**config.mk**
```make
export PLATFORM = sky130hd
export DESIGN_NAME = tfp_panel
export DESIGN_NICKNAME = d
export VERILOG_FILES = /design/src/design/tfp_pkg.sv /design/src/design/tfp_sw_if.sv /design/src/design/tfp_debounce.sv /design/src/design/tfp_panel.sv
export SDC_FILE = /design/constraint.sdc
export NUM_CORES = 1
export LEC_CHECK = 0
export ABC_CLOCK_PERIOD_IN_PS = 9900
export BUFFER_PORTS_ARGS = -buffer_cell sky130_fd_sc_hd__clkbuf_2
export CAP_MARGIN = 30
export CELL_PAD_IN_SITES_DETAIL_PLACEMENT = 1
export CELL_PAD_IN_SITES_GLOBAL_PLACEMENT = 1
export CORE_MARGIN = 2
export CORE_UTILIZATION = 38
export CTS_CLUSTER_DIAMETER = 150
export CTS_CLUSTER_SIZE = 28
export DETAILED_ROUTE_END_ITERATION = 8
export PLACE_DENSITY_LB_ADDON = 0.12
export SYNTH_ARGS = -nofsm -noshare
export SYNTH_HDL_FRONTEND = slang
export SYNTH_SLANG_ARGS = --single-unit
```
**constraint.sdc**
```tcl
create_clock -name clk -period 9.9 [get_ports clk]
set_clock_uncertainty 0.05 [all_clocks]
set_input_delay 1.98 -clock clk [delete_from_list [all_inputs] [get_ports clk]]
set_output_delay 1.98 -clock clk [all_outputs]
set_load 0.05 [all_outputs]
```
**src/design/tfp_pkg.sv**
```systemverilog
/*
  Shared constants and types for the front-panel control block of a
  reel-to-reel tape drive: switch indices, timing, messages, states.
  Assumes a single 20 MHz clock for every user of this package.
*/
package tfp_pkg;
  // ---------------------------------------------------------------
  // Clock and timing
  // ---------------------------------------------------------------
  localparam int CLK_HZ = 20_000_000;
  localparam int MS_DIV = 1000;
  localparam int DEB_MS = 10;          // Switch bounce settle time
  localparam int HOLD_S = 5;           // Density message hold
  localparam int DONE_S = 2;           // Short completion messages
  localparam int FLASH_MS = 250;       // Lamp flash half period
  localparam int TEST_MS = 2000;       // Self-test running phase
  localparam int PHASE_MS = 500;       // Each later power-up phase
  localparam int DEB_CYC = CLK_HZ / MS_DIV * DEB_MS;
  localparam int HOLD_CYC = CLK_HZ * HOLD_S;
  localparam int DONE_CYC = CLK_HZ * DONE_S;
  localparam int FLASH_CYC = CLK_HZ / MS_DIV * FLASH_MS;
  localparam int TEST_CYC = CLK_HZ / MS_DIV * TEST_MS;
  localparam int PHASE_CYC = CLK_HZ / MS_DIV * PHASE_MS;
  // Counter wide enough for the five-second hold
  localparam int CNT_W = 27;
  typedef logic [CNT_W-1:0] tfp_cnt_t;
  localparam tfp_cnt_t TMR_LAST = 27'h0000001;
  // ---------------------------------------------------------------
  // Switches
  // ---------------------------------------------------------------
  localparam int NSW = 6;
  localparam int SW_POWER = 0;
  localparam int SW_DEN = 1;
  localparam int SW_TEST = 2;
  localparam int SW_ONLINE = 3;
  localparam int SW_UNLOAD = 4;
  localparam int SW_LOAD = 5;
  // ---------------------------------------------------------------
  // Messages, identified tape format, control states
  // ---------------------------------------------------------------
  typedef enum logic [3:0] {
    msg_none = 4'h0, testing_msg = 4'h1, self_test_passed_msg = 4'h2,
    cmd_density_msg = 4'h3, loading_msg = 4'h4, found_density_msg = 4'h5,
    blank_tape_msg = 4'h6, unreadable_format_msg = 4'h7, unloading_msg = 4'h8,
    unloaded_msg = 4'h9, load_aborted_msg = 4'hA, rewinding_msg = 4'hB
  } tfp_msg_t;
  typedef enum logic [1:0] {
    found_1600 = 2'h0, found_6250 = 2'h1, found_blank = 2'h2, found_unknown = 2'h3
  } tfp_found_t;
  typedef enum logic [10:0] {
    ST_OFF = 11'h001, ST_RUN = 11'h002, ST_PASS = 11'h004, ST_DARK = 11'h008,
    ST_BLANK = 11'h010, ST_IDLE = 11'h020, ST_LOAD = 11'h040, ST_ABORT = 11'h080,
    ST_REWIND = 11'h100, ST_UNLOAD = 11'h200, ST_FLUSH = 11'h400
  } tfp_state_t;
endpackage

```
**src/design/tfp_sw_if.sv**
```systemverilog
/*
  Carrier for the cleaned switch events between the debouncer and
  the panel controller. Both ends share one clock.
*/
`timescale 1ns/1ps
interface tfp_sw_if;
  logic [tfp_pkg::NSW-1:0] press; // One-cycle press events
  modport src (output press);
  modport dst (input press);
endinterface

```
**src/design/tfp_debounce.sv**
```systemverilog
/*
  Synchronises and debounces the raw front-panel switches and turns
  each settled closure into a single one-cycle press event.
  Assumes raw switch levels are active high and fully asynchronous.
*/
`timescale 1ns/1ps
module tfp_debounce #(
  parameter int DEB_CYC = tfp_pkg::DEB_CYC
) (
  // Clock and reset
  input wire logic clk,
  input wire logic rst,
  // Raw switch levels
  input wire logic [tfp_pkg::NSW-1:0] sw_raw,
  // Cleaned events
  tfp_sw_if.src sw
);
  import tfp_pkg::*;

  // ---------------------------------------------------------------
  // Storage
  // ---------------------------------------------------------------
  logic [NSW-1:0] meta_r;    // First sync stage, read only by sync_r
  logic [NSW-1:0] sync_r;    // Second sync stage
  logic [NSW-1:0] stable_r;  // Settled level
  logic [NSW-1:0] press_r;   // Event pulses
  tfp_cnt_t cnt_r [NSW];     // Settle counters, one per switch

  // Two-stage synchroniser
  always_ff @(posedge clk or posedge rst) begin
    if (rst) begin
      meta_r <= '0;
      sync_r <= '0;
    end else begin
      meta_r <= sw_raw;
      sync_r <= meta_r;
    end
  end

  // Settle counter: a level must hold unchanged for the full window,
  // so a bouncing contact restarts the count and never leaks a pulse
  always_ff @(posedge clk or posedge rst) begin
    if (rst) begin
      stable_r <= '0;
      press_r <= '0;
      for (int i = 0; i < NSW; i++) begin
        cnt_r[i] <= '0;
      end
    end else begin
      for (int i = 0; i < NSW; i++) begin
        press_r[i] <= 1'b0;
        if (sync_r[i] == stable_r[i]) begin
          cnt_r[i] <= '0;
        end else if (cnt_r[i] == tfp_cnt_t'(DEB_CYC - 1)) begin
          cnt_r[i] <= '0;
          stable_r[i] <= sync_r[i];
          press_r[i] <= sync_r[i];
        end else begin
          cnt_r[i] <= cnt_r[i] + TMR_LAST;
        end
      end
    end
  end

  assign sw.press = press_r;
endmodule

```
**src/design/tfp_panel.sv**
```systemverilog
/*
  Front-panel controller of a tape drive: interprets operator switch
  presses, drives lamps and the message display, tracks densities.
  Assumes transport status and host motion inputs share clk.
*/
// What this block does
// - Power button toggles dc power and lamp
// - Power-up flashes lamps, shows test messages
// - Density ignored unless offline and either unloaded or at beginning
// - Density press cycles 1600/6250, shows commanded
// - Found density governs, commanded does not override
// - Test button offline only, enters service mode
// - Online button toggles online state and lamp
// - Unload only proceeds while offline
// - Unload flashes lamp, then lit with done
// - Unload during load aborts, shows message, unloads
// - Load/rewind ignored while online
// - Load press at beginning shows density five seconds
// - Power-up adopts stored default density
// - Write after beginning read uses found density
`timescale 1ns/1ps
module tfp_panel #(
  parameter int DEB_CYC = tfp_pkg::DEB_CYC,
  parameter int HOLD_CYC = tfp_pkg::HOLD_CYC,
  parameter int DONE_CYC = tfp_pkg::DONE_CYC,
  parameter int FLASH_CYC = tfp_pkg::FLASH_CYC,
  parameter int TEST_CYC = tfp_pkg::TEST_CYC,
  parameter int PHASE_CYC = tfp_pkg::PHASE_CYC
) (
  // Clock and reset
  input wire logic clk,
  input wire logic rst,
  // Raw front-panel switches
  input wire logic [tfp_pkg::NSW-1:0] sw_raw,
  // Transport and host status
  input wire logic tape_loaded,
  input wire logic beginning_of_tape,
  input wire logic wrt_ring,
  input wire logic mot_done,
  input wire logic flush_done,
  input wire tfp_pkg::tfp_found_t found_kind,
  input wire logic nv_density_6250,
  input wire logic host_read,
  input wire logic host_write,
  // Power and mode
  output logic dc_power,
  output logic online,
  output logic service_mode,
  // Transport requests, one-cycle pulses
  output logic load_req,
  output logic rewind_req,
  output logic unload_req,
  output logic load_abort,
  output logic flush_req,
  // Densities
  output logic op_density_6250,
  output logic cmd_density_6250,
  output logic wr_density_6250,
  // Display and lamps
  output tfp_pkg::tfp_msg_t msg_code,
  output logic msg_6250,
  output logic lamp_power,
  output logic lamp_load,
  output logic lamp_unload,
  output logic lamp_online,
  output logic lamp_test,
  output logic lamp_density
);
  import tfp_pkg::*;

  // ---------------------------------------------------------------
  // Switch events
  // ---------------------------------------------------------------
  tfp_sw_if sw_if ();
  tfp_debounce #(.DEB_CYC(DEB_CYC)) u_deb (.clk(clk), .rst(rst), .sw_raw(sw_raw), .sw(sw_if));

  function automatic logic tfp_expired(input tfp_cnt_t t);
    return t == TMR_LAST;
  endfunction

  function automatic tfp_msg_t tfp_found_msg(input tfp_found_t f);
    if (f == found_blank) return blank_tape_msg;
    else if (f == found_unknown) return unreadable_format_msg;
    else return found_density_msg;
  endfunction

  tfp_state_t state_r;           // Control state
  tfp_cnt_t tmr_r;               // Phase and message-hold timer
  tfp_msg_t msg_r;               // Displayed message
  logic power_r, online_r, svc_r;
  logic cmd_r, op_r, disp_r, wr_r, rd_bot_r;
  logic load_r, rew_r, unl_r, abort_r, flush_r;
  logic flash_r, l_pwr_r, l_load_r, l_unl_r, l_onl_r, l_test_r, l_den_r;
  tfp_cnt_t flash_cnt_r;         // Flash divider

  logic [NSW-1:0] press;
  logic pwr_press, idle, acc_den, acc_test, acc_online, acc_unload, acc_load;
  logic found_ok, found_now, test_phase, run_ok, expired;
  assign press = sw_if.press;
  assign pwr_press = press[SW_POWER];
  // Power press outranks every other switch in the same cycle
  assign idle = (state_r == ST_IDLE) && !pwr_press;
  assign acc_den = idle && press[SW_DEN] && !online_r && (!tape_loaded || beginning_of_tape);
  assign acc_test = idle && press[SW_TEST] && !online_r;
  assign acc_online = idle && press[SW_ONLINE];
  assign acc_unload = idle && press[SW_UNLOAD] && !online_r;
  assign acc_load = idle && press[SW_LOAD] && !online_r;
  assign found_ok = (found_kind == found_1600) || (found_kind == found_6250);
  // Cycle in which a found-density result is presented
  assign found_now = !pwr_press && ((((state_r == ST_LOAD) && !press[SW_UNLOAD]) || (state_r == ST_REWIND)) && mot_done
    || acc_load && tape_loaded && beginning_of_tape);
  assign test_phase = (state_r == ST_RUN) || (state_r == ST_PASS);
  assign run_ok = state_r inside {ST_IDLE, ST_LOAD, ST_ABORT, ST_REWIND, ST_UNLOAD, ST_FLUSH};
  assign expired = tfp_expired(tmr_r);

  // ---------------------------------------------------------------
  // Main sequence: power-up, load, rewind, unload, flush
  // ---------------------------------------------------------------
  always_ff @(posedge clk or posedge rst) begin
    if (rst) begin
      state_r <= ST_RUN;
      tmr_r <= tfp_cnt_t'(TEST_CYC);
      msg_r <= testing_msg;
    end else begin
      if (tmr_r != '0) begin
        tmr_r <= tmr_r - TMR_LAST;
      end
      if (pwr_press) begin
        if (state_r == ST_OFF) begin
          state_r <= ST_RUN;
          tmr_r <= tfp_cnt_t'(TEST_CYC);
          msg_r <= testing_msg;
        end else begin
          state_r <= ST_OFF;
          tmr_r <= '0;
          msg_r <= msg_none;
        end
      end else begin
        case (state_r)
          ST_RUN: if (expired) begin
            state_r <= ST_PASS;
            tmr_r <= tfp_cnt_t'(PHASE_CYC);
            msg_r <= self_test_passed_msg;
          end
          ST_PASS: if (expired) begin // Lamps go dark, message stays
            state_r <= ST_DARK;
            tmr_r <= tfp_cnt_t'(PHASE_CYC);
          end
          ST_DARK: if (expired) begin
            state_r <= ST_BLANK;
            tmr_r <= tfp_cnt_t'(PHASE_CYC);
            msg_r <= msg_none;
          end
          ST_BLANK: if (expired) begin
            state_r <= ST_IDLE;
          end
          ST_IDLE: begin
            if (expired) begin // Timed message ends
              msg_r <= msg_none;
            end
            if (acc_den) begin
              msg_r <= cmd_density_msg;
              tmr_r <= tfp_cnt_t'(HOLD_CYC);
            end else if (acc_online && online_r) begin
              state_r <= ST_FLUSH;
            end else if (acc_unload) begin
              state_r <= ST_UNLOAD;
              msg_r <= unloading_msg;
              tmr_r <= '0;
            end else if (acc_load && !tape_loaded) begin
              state_r <= ST_LOAD;
              msg_r <= loading_msg;
              tmr_r <= '0;
            end else if (acc_load && beginning_of_tape) begin
              msg_r <= tfp_found_msg(found_kind);
              tmr_r <= tfp_cnt_t'(HOLD_CYC);
            end else if (acc_load) begin
              state_r <= ST_REWIND;
              msg_r <= rewinding_msg;
              tmr_r <= '0;
            end
          end
          ST_LOAD: if (press[SW_UNLOAD]) begin
            state_r <= ST_ABORT;
            msg_r <= load_aborted_msg;
            tmr_r <= tfp_cnt_t'(DONE_CYC);
          end else if (mot_done) begin
            state_r <= ST_IDLE;
            msg_r <= tfp_found_msg(found_kind);
            tmr_r <= tfp_cnt_t'(HOLD_CYC);
          end
          ST_ABORT: if (expired) begin
            state_r <= ST_UNLOAD;
            msg_r <= unloading_msg;
          end
          ST_REWIND: if (mot_done) begin
            state_r <= ST_IDLE;
            msg_r <= tfp_found_msg(found_kind);
            tmr_r <= tfp_cnt_t'(HOLD_CYC);
          end
          ST_UNLOAD: if (mot_done) begin
            state_r <= ST_IDLE;
            msg_r <= unloaded_msg;
            tmr_r <= tfp_cnt_t'(DONE_CYC);
          end
          ST_FLUSH: if (flush_done) begin
            state_r <= ST_IDLE;
          end
          ST_OFF: state_r <= ST_OFF;
          default: state_r <= ST_IDLE;
        endcase
      end
    end
  end

  // Power, online and service mode; the test switch touches no write enable
  always_ff @(posedge clk or posedge rst) begin
    if (rst) begin
      power_r <= 1'b1;
      online_r <= 1'b0;
      svc_r <= 1'b0;
    end else begin
      if (pwr_press) begin
        power_r <= !power_r;
      end
      if (pwr_press || state_r == ST_OFF) begin
        online_r <= 1'b0;
        svc_r <= 1'b0;
      end else begin
        if (acc_online && !online_r) begin
          online_r <= 1'b1;
        end else if (state_r == ST_FLUSH && flush_done) begin
          online_r <= 1'b0;
        end
        if (acc_test) begin
          svc_r <= !svc_r;
        end
      end
    end
  end

  // Transport request pulses
  always_ff @(posedge clk or posedge rst) begin
    if (rst) begin
      load_r <= 1'b0;
      rew_r <= 1'b0;
      unl_r <= 1'b0;
      abort_r <= 1'b0;
      flush_r <= 1'b0;
    end else begin
      load_r <= acc_load && !tape_loaded;
      rew_r <= acc_load && tape_loaded && !beginning_of_tape;
      unl_r <= acc_unload || (state_r == ST_ABORT && expired && !pwr_press);
      abort_r <= state_r == ST_LOAD && press[SW_UNLOAD] && !pwr_press;
      flush_r <= acc_online && online_r;
    end
  end

  // Densities: commanded, operating and displayed density
  always_ff @(posedge clk or posedge rst) begin
    if (rst) begin
      cmd_r <= 1'b0;
      op_r <= 1'b0;
      disp_r <= 1'b0;
    end else if (state_r == ST_RUN) begin
      cmd_r <= nv_density_6250;
      op_r <= nv_density_6250;
      disp_r <= nv_density_6250;
    end else if (acc_den) begin
      cmd_r <= !cmd_r;
      disp_r <= !cmd_r;
      if (!tape_loaded) begin
        op_r <= !cmd_r;
      end
    end else if (found_now && found_ok) begin
      op_r <= found_kind == found_6250;
      disp_r <= found_kind == found_6250;
    end
  end

  // A write straight after a read at the beginning keeps the found density
  always_ff @(posedge clk or posedge rst) begin
    if (rst) begin
      rd_bot_r <= 1'b0;
      wr_r <= 1'b0;
    end else begin
      if (host_write) begin
        wr_r <= (rd_bot_r && found_ok) ? (found_kind == found_6250) : cmd_r;
        rd_bot_r <= 1'b0;
      end else if (host_read) begin
        rd_bot_r <= beginning_of_tape;
      end else if (rew_r || load_r) begin
        rd_bot_r <= 1'b0;
      end
    end
  end

  // Flash divider, one toggle per half period
  always_ff @(posedge clk or posedge rst) begin
    if (rst) begin
      flash_cnt_r <= '0;
      flash_r <= 1'b0;
    end else if (flash_cnt_r == tfp_cnt_t'(FLASH_CYC - 1)) begin
      flash_cnt_r <= '0;
      flash_r <= !flash_r;
    end else begin
      flash_cnt_r <= flash_cnt_r + TMR_LAST;
    end
  end

  // Lamps; all flash together during self-test
  always_ff @(posedge clk or posedge rst) begin
    if (rst) begin
      l_pwr_r <= 1'b0;
      l_load_r <= 1'b0;
      l_unl_r <= 1'b0;
      l_onl_r <= 1'b0;
      l_test_r <= 1'b0;
      l_den_r <= 1'b0;
    end else begin
      l_pwr_r <= test_phase ? flash_r : run_ok;
      l_load_r <= test_phase ? flash_r : (state_r inside {ST_LOAD, ST_REWIND}) && flash_r;
      l_unl_r <= test_phase ? flash_r : (state_r == ST_UNLOAD) ? flash_r : run_ok && !tape_loaded;
      l_onl_r <= test_phase ? flash_r : run_ok && online_r;
      l_test_r <= test_phase ? flash_r : run_ok && tape_loaded && wrt_ring;
      l_den_r <= test_phase && flash_r;
    end
  end

  assign dc_power = power_r;
  assign online = online_r;
  assign service_mode = svc_r;
  assign load_req = load_r;
  assign rewind_req = rew_r;
  assign unload_req = unl_r;
  assign load_abort = abort_r;
  assign flush_req = flush_r;
  assign op_density_6250 = op_r;
  assign cmd_density_6250 = cmd_r;
  assign wr_density_6250 = wr_r;
  assign msg_code = msg_r;
  assign msg_6250 = disp_r;
  assign lamp_power = l_pwr_r;
  assign lamp_load = l_load_r;
  assign lamp_unload = l_unl_r;
  assign lamp_online = l_onl_r;
  assign lamp_test = l_test_r;
  assign lamp_density = l_den_r;
endmodule

```
Word level (Yosys, flattened, before mapping) --
Cells that the tools add are included.
Storage, ports and cells: input bits 18, word-level logic and storage cells 260, ROM bits 0, output and inout bits 22, memories kept 0, latch bits 0, RAM bits 0, register bits 275
Operators by class: magnitude comparators 0, bitwise logic cells 6, div/mod/pow operators 0, multiplexer cells 96, add/subtract/negate cells 8, shifts and indexed selects 0, equality and inequality tests 39, reductions and logical operators 72, multiply operators 0
Operator list (count):
- 27-bit two-way mux | 25
- 27-bit by 1-bit adder with 27-bit output, second input constant | 7
- 11-bit two-way mux | 15
- 27-bit by 18-bit equality test with 1-bit output, second input constant | 6
- 27-bit case mux with 5 select lines | 1
- 11-bit case mux with 10 select lines | 1
- 4-bit two-way mux | 14
- 1-bit two-way mux | 36
- 1-bit logical AND | 34
- 4-bit case mux with 7 select lines | 1
- 27-bit by 1-bit equality test with 1-bit output, second input constant | 1
- 27-bit by 23-bit equality test with 1-bit output, second input constant | 1
- 3-bit by 2-bit != test with 1-bit output, second input constant | 9
- 27-bit nonzero test | 1
- 27-bit by 1-bit subtractor with 27-bit output, second input constant | 1
- 26-bit two-way mux | 1
- 2-bit AND reduction | 7
- 6-bit by 3-bit != test with 1-bit output, second input constant | 2
- 11-bit by 1-bit equality test with 1-bit output, second input constant | 1
- 11-bit by 10-bit equality test with 1-bit output, second input constant | 1
- 11-bit equality test, second input constant | 1
- 11-bit by 2-bit equality test with 1-bit output, second input constant | 1
- 11-bit by 3-bit equality test with 1-bit output, second input constant | 1
- 11-bit by 4-bit equality test with 1-bit output, second input constant | 1
- other kinds (21) | 52

Longest topological paths before layout --
depth in word-level cells 12, gate-level depth with buffers 9

Hierarchy --
A second synthesis with hierarchy kept.
Second synthesis, totals: cells, all modules 1562, area, all modules 14903.0 um^2
Modules (own cells, without submodules):
- tfp_debounce | seq. area each 4654.5 um^2, times used 1, area each 9472.8 um^2, cells an instance 973
- tfp_panel | seq. area each 2240.9 um^2, times used 1, area each 5430.2 um^2, cells an instance 589

Least setup slack after synthesis --
OpenSTA, ideal clock, no wires.
path type input -> register, start point input tape_loaded, end point register state_r[3], setup time 78 ps, arrival time 3429 ps, stages 7, data required time 9772 ps, setup slack 6343 ps, path buffers 1, cell sequence clkbuf_1 nand2_1 a31oi_1 o21ai_0 nand3_1 or4_1 a21oi_1
Between the ends: longest elaborated chain between the ends 8
Ends and longest elaborated chain:
- from (decl) | RTL line tfp_panel.sv:36 | input wire logic tape_loaded,
- 1-bit zero test (*) | RTL line tfp_panel.sv:103, tfp_panel.sv:170
- 1-bit logical AND | RTL line tfp_panel.sv:170 | end else if (acc_load && !tape_loaded) begin
- 11-bit two-way mux | RTL line tfp_panel.sv:170
- 11-bit two-way mux | RTL line tfp_panel.sv:166 | end else if (acc_unload) begin
- 11-bit two-way mux | RTL line tfp_panel.sv:164 | end else if (acc_online && online_r) begin
- 11-bit two-way mux | RTL line tfp_panel.sv:161 | if (acc_den) begin
- 11-bit case mux with 10 select lines | RTL line tfp_panel.sv:139 | case (state_r)
- 11-bit two-way mux | RTL line tfp_panel.sv:128 | if (pwr_press) begin
- to (signal assigned) | RTL line tfp_panel.sv:130 | state_r <= ST_RUN;
- to (signal assigned) | RTL line tfp_panel.sv:141 | state_r <= ST_PASS;
- to (signal assigned) | RTL line tfp_panel.sv:165 | state_r <= ST_FLUSH;
- to (decl) | RTL line tfp_panel.sv:87 | tfp_state_t state_r;
Every way passes the cells marked *; elsewhere a longest branch is shown, timed or not. The select of a mux whose other input is x is not followed. A chain may end at the register's enable or synchronous reset.

Worst setup path after layout --
start point register state_r[6], end point register tmr_r[26]
Between the ends: longest elaborated chain between the ends 12
Ends and longest elaborated chain:
- from (signal assigned) | RTL line tfp_panel.sv:121 | state_r <= ST_RUN;
- from (signal assigned) | RTL line tfp_panel.sv:130
- from (signal assigned) | RTL line tfp_panel.sv:134 | state_r <= ST_OFF;
- 11-bit by 6-bit equality test with 1-bit output | RTL line tfp_panel.sv:102, tfp_panel.sv:139
- 1-bit logical AND | RTL line tfp_panel.sv:102 | assign idle = (state_r == ST_IDLE) && !pwr_press;
- 1-bit logical AND (2 in a row) | RTL line tfp_panel.sv:107 | assign acc_load = idle && press[SW_LOAD] && !online_r;
- 27-bit two-way mux / 1-bit logical AND (equally long branches) | RTL line tfp_panel.sv:177, tfp_panel.sv:174
- 27-bit two-way mux | RTL line tfp_panel.sv:174 | end else if (acc_load && beginning_of_tape) begin
- 27-bit two-way mux | RTL line tfp_panel.sv:170
- 27-bit two-way mux | RTL line tfp_panel.sv:166
- 27-bit two-way mux | RTL line tfp_panel.sv:164
- 27-bit two-way mux | RTL line tfp_panel.sv:161
- 27-bit case mux with 5 select lines (*) | RTL line tfp_panel.sv:139
- 27-bit two-way mux (*) | RTL line tfp_panel.sv:128
- to (signal assigned) | RTL line tfp_panel.sv:131 | tmr_r <= tfp_cnt_t'(TEST_CYC);
- to (signal assigned) | RTL line tfp_panel.sv:142 | tmr_r <= tfp_cnt_t'(PHASE_CYC);
- to (signal assigned) | RTL line tfp_panel.sv:163 | tmr_r <= tfp_cnt_t'(HOLD_CYC);
- to (decl) | RTL line tfp_panel.sv:88 | tfp_cnt_t tmr_r;
Every way passes the cells marked *; elsewhere a longest branch is shown, timed or not.

==> results.json <==
{
  "power.clock.fraction_pct": 33.6,
  "area_growth_pct": 7.73,
  "drv_slew": 0,
  "die_x_um": 196,
  "p_per_area_nw_per_um2": 122,
  "rr_startpoint": "state_r[6]",
  "power_frac_comb_pct": 3.9,
  "finalSetupViolations": 0,
  "fin_tns_setup_ns": 0,
  "worstHoldStart": "u_deb.meta_r[4]",
  "worstRegToRegCells": 6,
  "clock.fmax_mhz": 276,
  "holdBufCountCts": 0,
  "timing.final.crit_share_pct": 36.6,
  "crit_path_start_kind": "flip-flop",
  "ir_drop_mv": 0.0820,
  "grt_pass1_wl_um": 60400,
  "die_area_um2": 38200,
  "clock-root-buffer": "clkbuf_16",
  "core-area_um2": 36300,
  "grt_overflow": 0,
  "cts_sinks": 275,
  "row_count": 70,
  "status": "complete, no violations",
  "port-buffer-count": 39,
  "ff_latch_area_um2": 6900,
  "dpl.hpwl_um": 25500,
  "yosys_warnings": 0,
  "ys_top_cells_by_area": "dfrtp_1, xor2_1, nor2_1",
  "synth_area_per_cell_um2": 9.54,
  "ctsResizeCount": 0,
  "ys_seq_area_share_pct": 49.5,
  "die_h_um": 196,
  "ys_seq_elements": 275,
  "grt_max_degree": 99,
  "vias": 10700,
  "yosysTopAreaCellShare_pct": 47.4,
  "min_to": "u_deb.sync_r[4]",
  "holdWs_ns": 0.321,
  "crit_required_ns": 10.20,
  "relSlewSlack_pct": 28.5,
  "synth_edf_count": 0,
  "antenna_found_initial": 1,
  "ys_types": 67,
  "holdCritPathClass": "flip-flop to flip-flop",
  "finalWeightedCongestion": 0.878,
  "post_cts_buffers": 0,
  "rr_endpoint": "tmr_r[26]",
  "wire_per_inst_um": 18.2,
  "routed_wirelength_um": 35700,
  "leakagePower_nw": 6.24,
  "path_class": "flip-flop to flip-flop",
  "nets": 1510,
  "cp_max_fo": 15,
  "cts_tree": "yes",
  "start_util_pct": 38.4,
  "ant_nets": 0,
  "tightest_slew_ns": 1.07,
  "yosys.area.top_type": "dfrtp_1",
  "detailedRoute.firstPassIterationCount": 5,
  "period_minus_slack_ns": 3.62,
  "switching_share_pct": 23.7,
  "viasPerCell": 5.49,
  "rsz0062_at_grt": "no",
  "crit_path_end_kind": "flip-flop",
  "drc_errors": 0,
  "clk_latency_ns": 0.50,
  "synth_most_common_cell": "dfrtp_1",
  "cts_made_buffers": 13,
  "clockBufferDepth": 3,
  "synth_nets": 1488,
  "seqPwrFrac_pct": 62.5,
  "drive_gt1_share_pct": 7.45,
  "worstPathArrival_ns": 3.92,
  "reg2reg_setup_slack_ns": 6.28,
  "drtIter0Drc": 570,
  "total_power_mw": 1.84,
  "fillers": 4182,
  "path_clk_slew_ns": 0.11,
  "p_sw_mw": 0.436,
  "ys.flop_type": "dfrtp_1",
  "synth_cells": 1461,
  "first_global_vias": 11200,
  "synthArstFlopShare_pct": 100,
  "num_antenna_cells": 0,
  "yosys-top-cells-count": "dfrtp_1, nor2_1, xor2_1, nand2_1, xnor2_1",
  "p_int_mw": 1.40,
  "num_io_pins": 40,
  "synthesis.area_um2": 13900,
  "grt_usage_pct": 19.2,
  "hold_violations": 0,
  "multi_input_area_um2": 6740,
  "critPathLaunch": "state_r[6]",
  "htreeDepth": 1,
  "min_path_cells": 0,
  "cap_violations": 0
}
state kept, by name (all words and copies together) (netlist names), 4 cells and up:
signal and count:
u_deb.cnt_r 162, flash_cnt_r 27, tmr_r 27, state_r 11, u_deb.meta_r 6, u_deb.stable_r 6, u_deb.sw.press 6, u_deb.sync_r 6
msg_code 4
critical path, cell delays in order, from the launching register on:
cell,delay [ns]
dfrtp_1,0.58
nor4_4,0.57
nand2_1,0.30
a2111oi_1,1.01
a21oi_1,0.44
o21ai_1,0.38
o22ai_1,0.15
per-stage QoR:
step | setup WS (ns) | util [%] | instance area (µm²) | std cells
floorplan | 0.308 | - | 13900 | 1461
finish | 6.28 | 41.3 | 15000 | 1957
global route | 6.15 | 41.3 | 15000 | 1957
global placement | 6.01 | 40.2 | 14600 | 1933
CTS | 6.38 | 41.3 | 15000 | 1957
detailed placement | 5.99 | 40.3 | 14700 | 1936
power groups by stage:
stage	logic, mW	registers [mW]	clock network (mW)
after floorplan	0.0441	1.17	0
after global placement	0.0722	1.17	0
after detailed placement	0.0754	1.17	0
after CTS	0.0755	1.15	0.651
after global routing	0.0836	1.15	0.682
final	0.0719	1.15	0.619
worst max path at each step:
stage | end | slack [ns] | cells after the start
finish | tmr_r[26] | 6.28 | 6
global placement | u_deb.cnt_r[105] | 6.01 | 3
floorplan | cmd_density_6250 | 0.31 | 1
detailed placement | tmr_r[4] | 5.99 | 7
CTS | online | 6.38 | 1
global route | tmr_r[1] | 6.15 | 6
final cells by class:
class / instances / share of cell area (%)
clock buffer: 20 / 2.34
clock inverter: 1 / 0.0500
inverter: 35 / 0.925
multi-input combinational: 1108 / 44.9
sequential: 275 / 45.9
tap: 468 / 3.90
timing repair buffer: 50 / 1.98
cell families after synthesis:
family          Yosys count  share of synthesized area, %
flops                   275                          49.5
compound gates          144                          6.74
mux                       9                         0.727
buf+inv                  78                          2.23
simple gates            747                          27.5
xor+xnor                199                          12.5
fa+ha+maj                 9                         0.808
per-layer routing:
metal / wire (µm) / global-route usage [%]
met1: 17100 / 27.0
met2: 17000 / 32.3
met3: 951 / 2.04
met4: 628 / 3.85
met5: 0 / 0
cells in the final DEF (no fill, tap or decap), drive strengths merged, types with 3 or more instances in the layout:
master / n
dfrtp: 264
nor2: 238
xor2: 111
nand2: 108
xnor2: 88
nand3: 86
clkbuf: 59
nand4: 56
nor4: 53
nor3: 48
o21ai: 40
a21oi: 37
inv: 35
and3: 32
or3: 21
or4: 20
and4: 16
nor3b: 13
nand2b: 12
o22ai: 11
dfstp: 11
buf: 10
nor4b: 9
mux2: 9
ha: 9
and2: 8
nand3b: 7
o211ai: 7
a31oi: 7
or2: 6
o31ai: 5
nor2b: 5
nand4b: 5
a22oi: 4
o21a: 4
a21o: 3
or3b: 3
a211oi: 3
a2111oi: 3
Note: power is estimated with default switching activity, not from simulation.
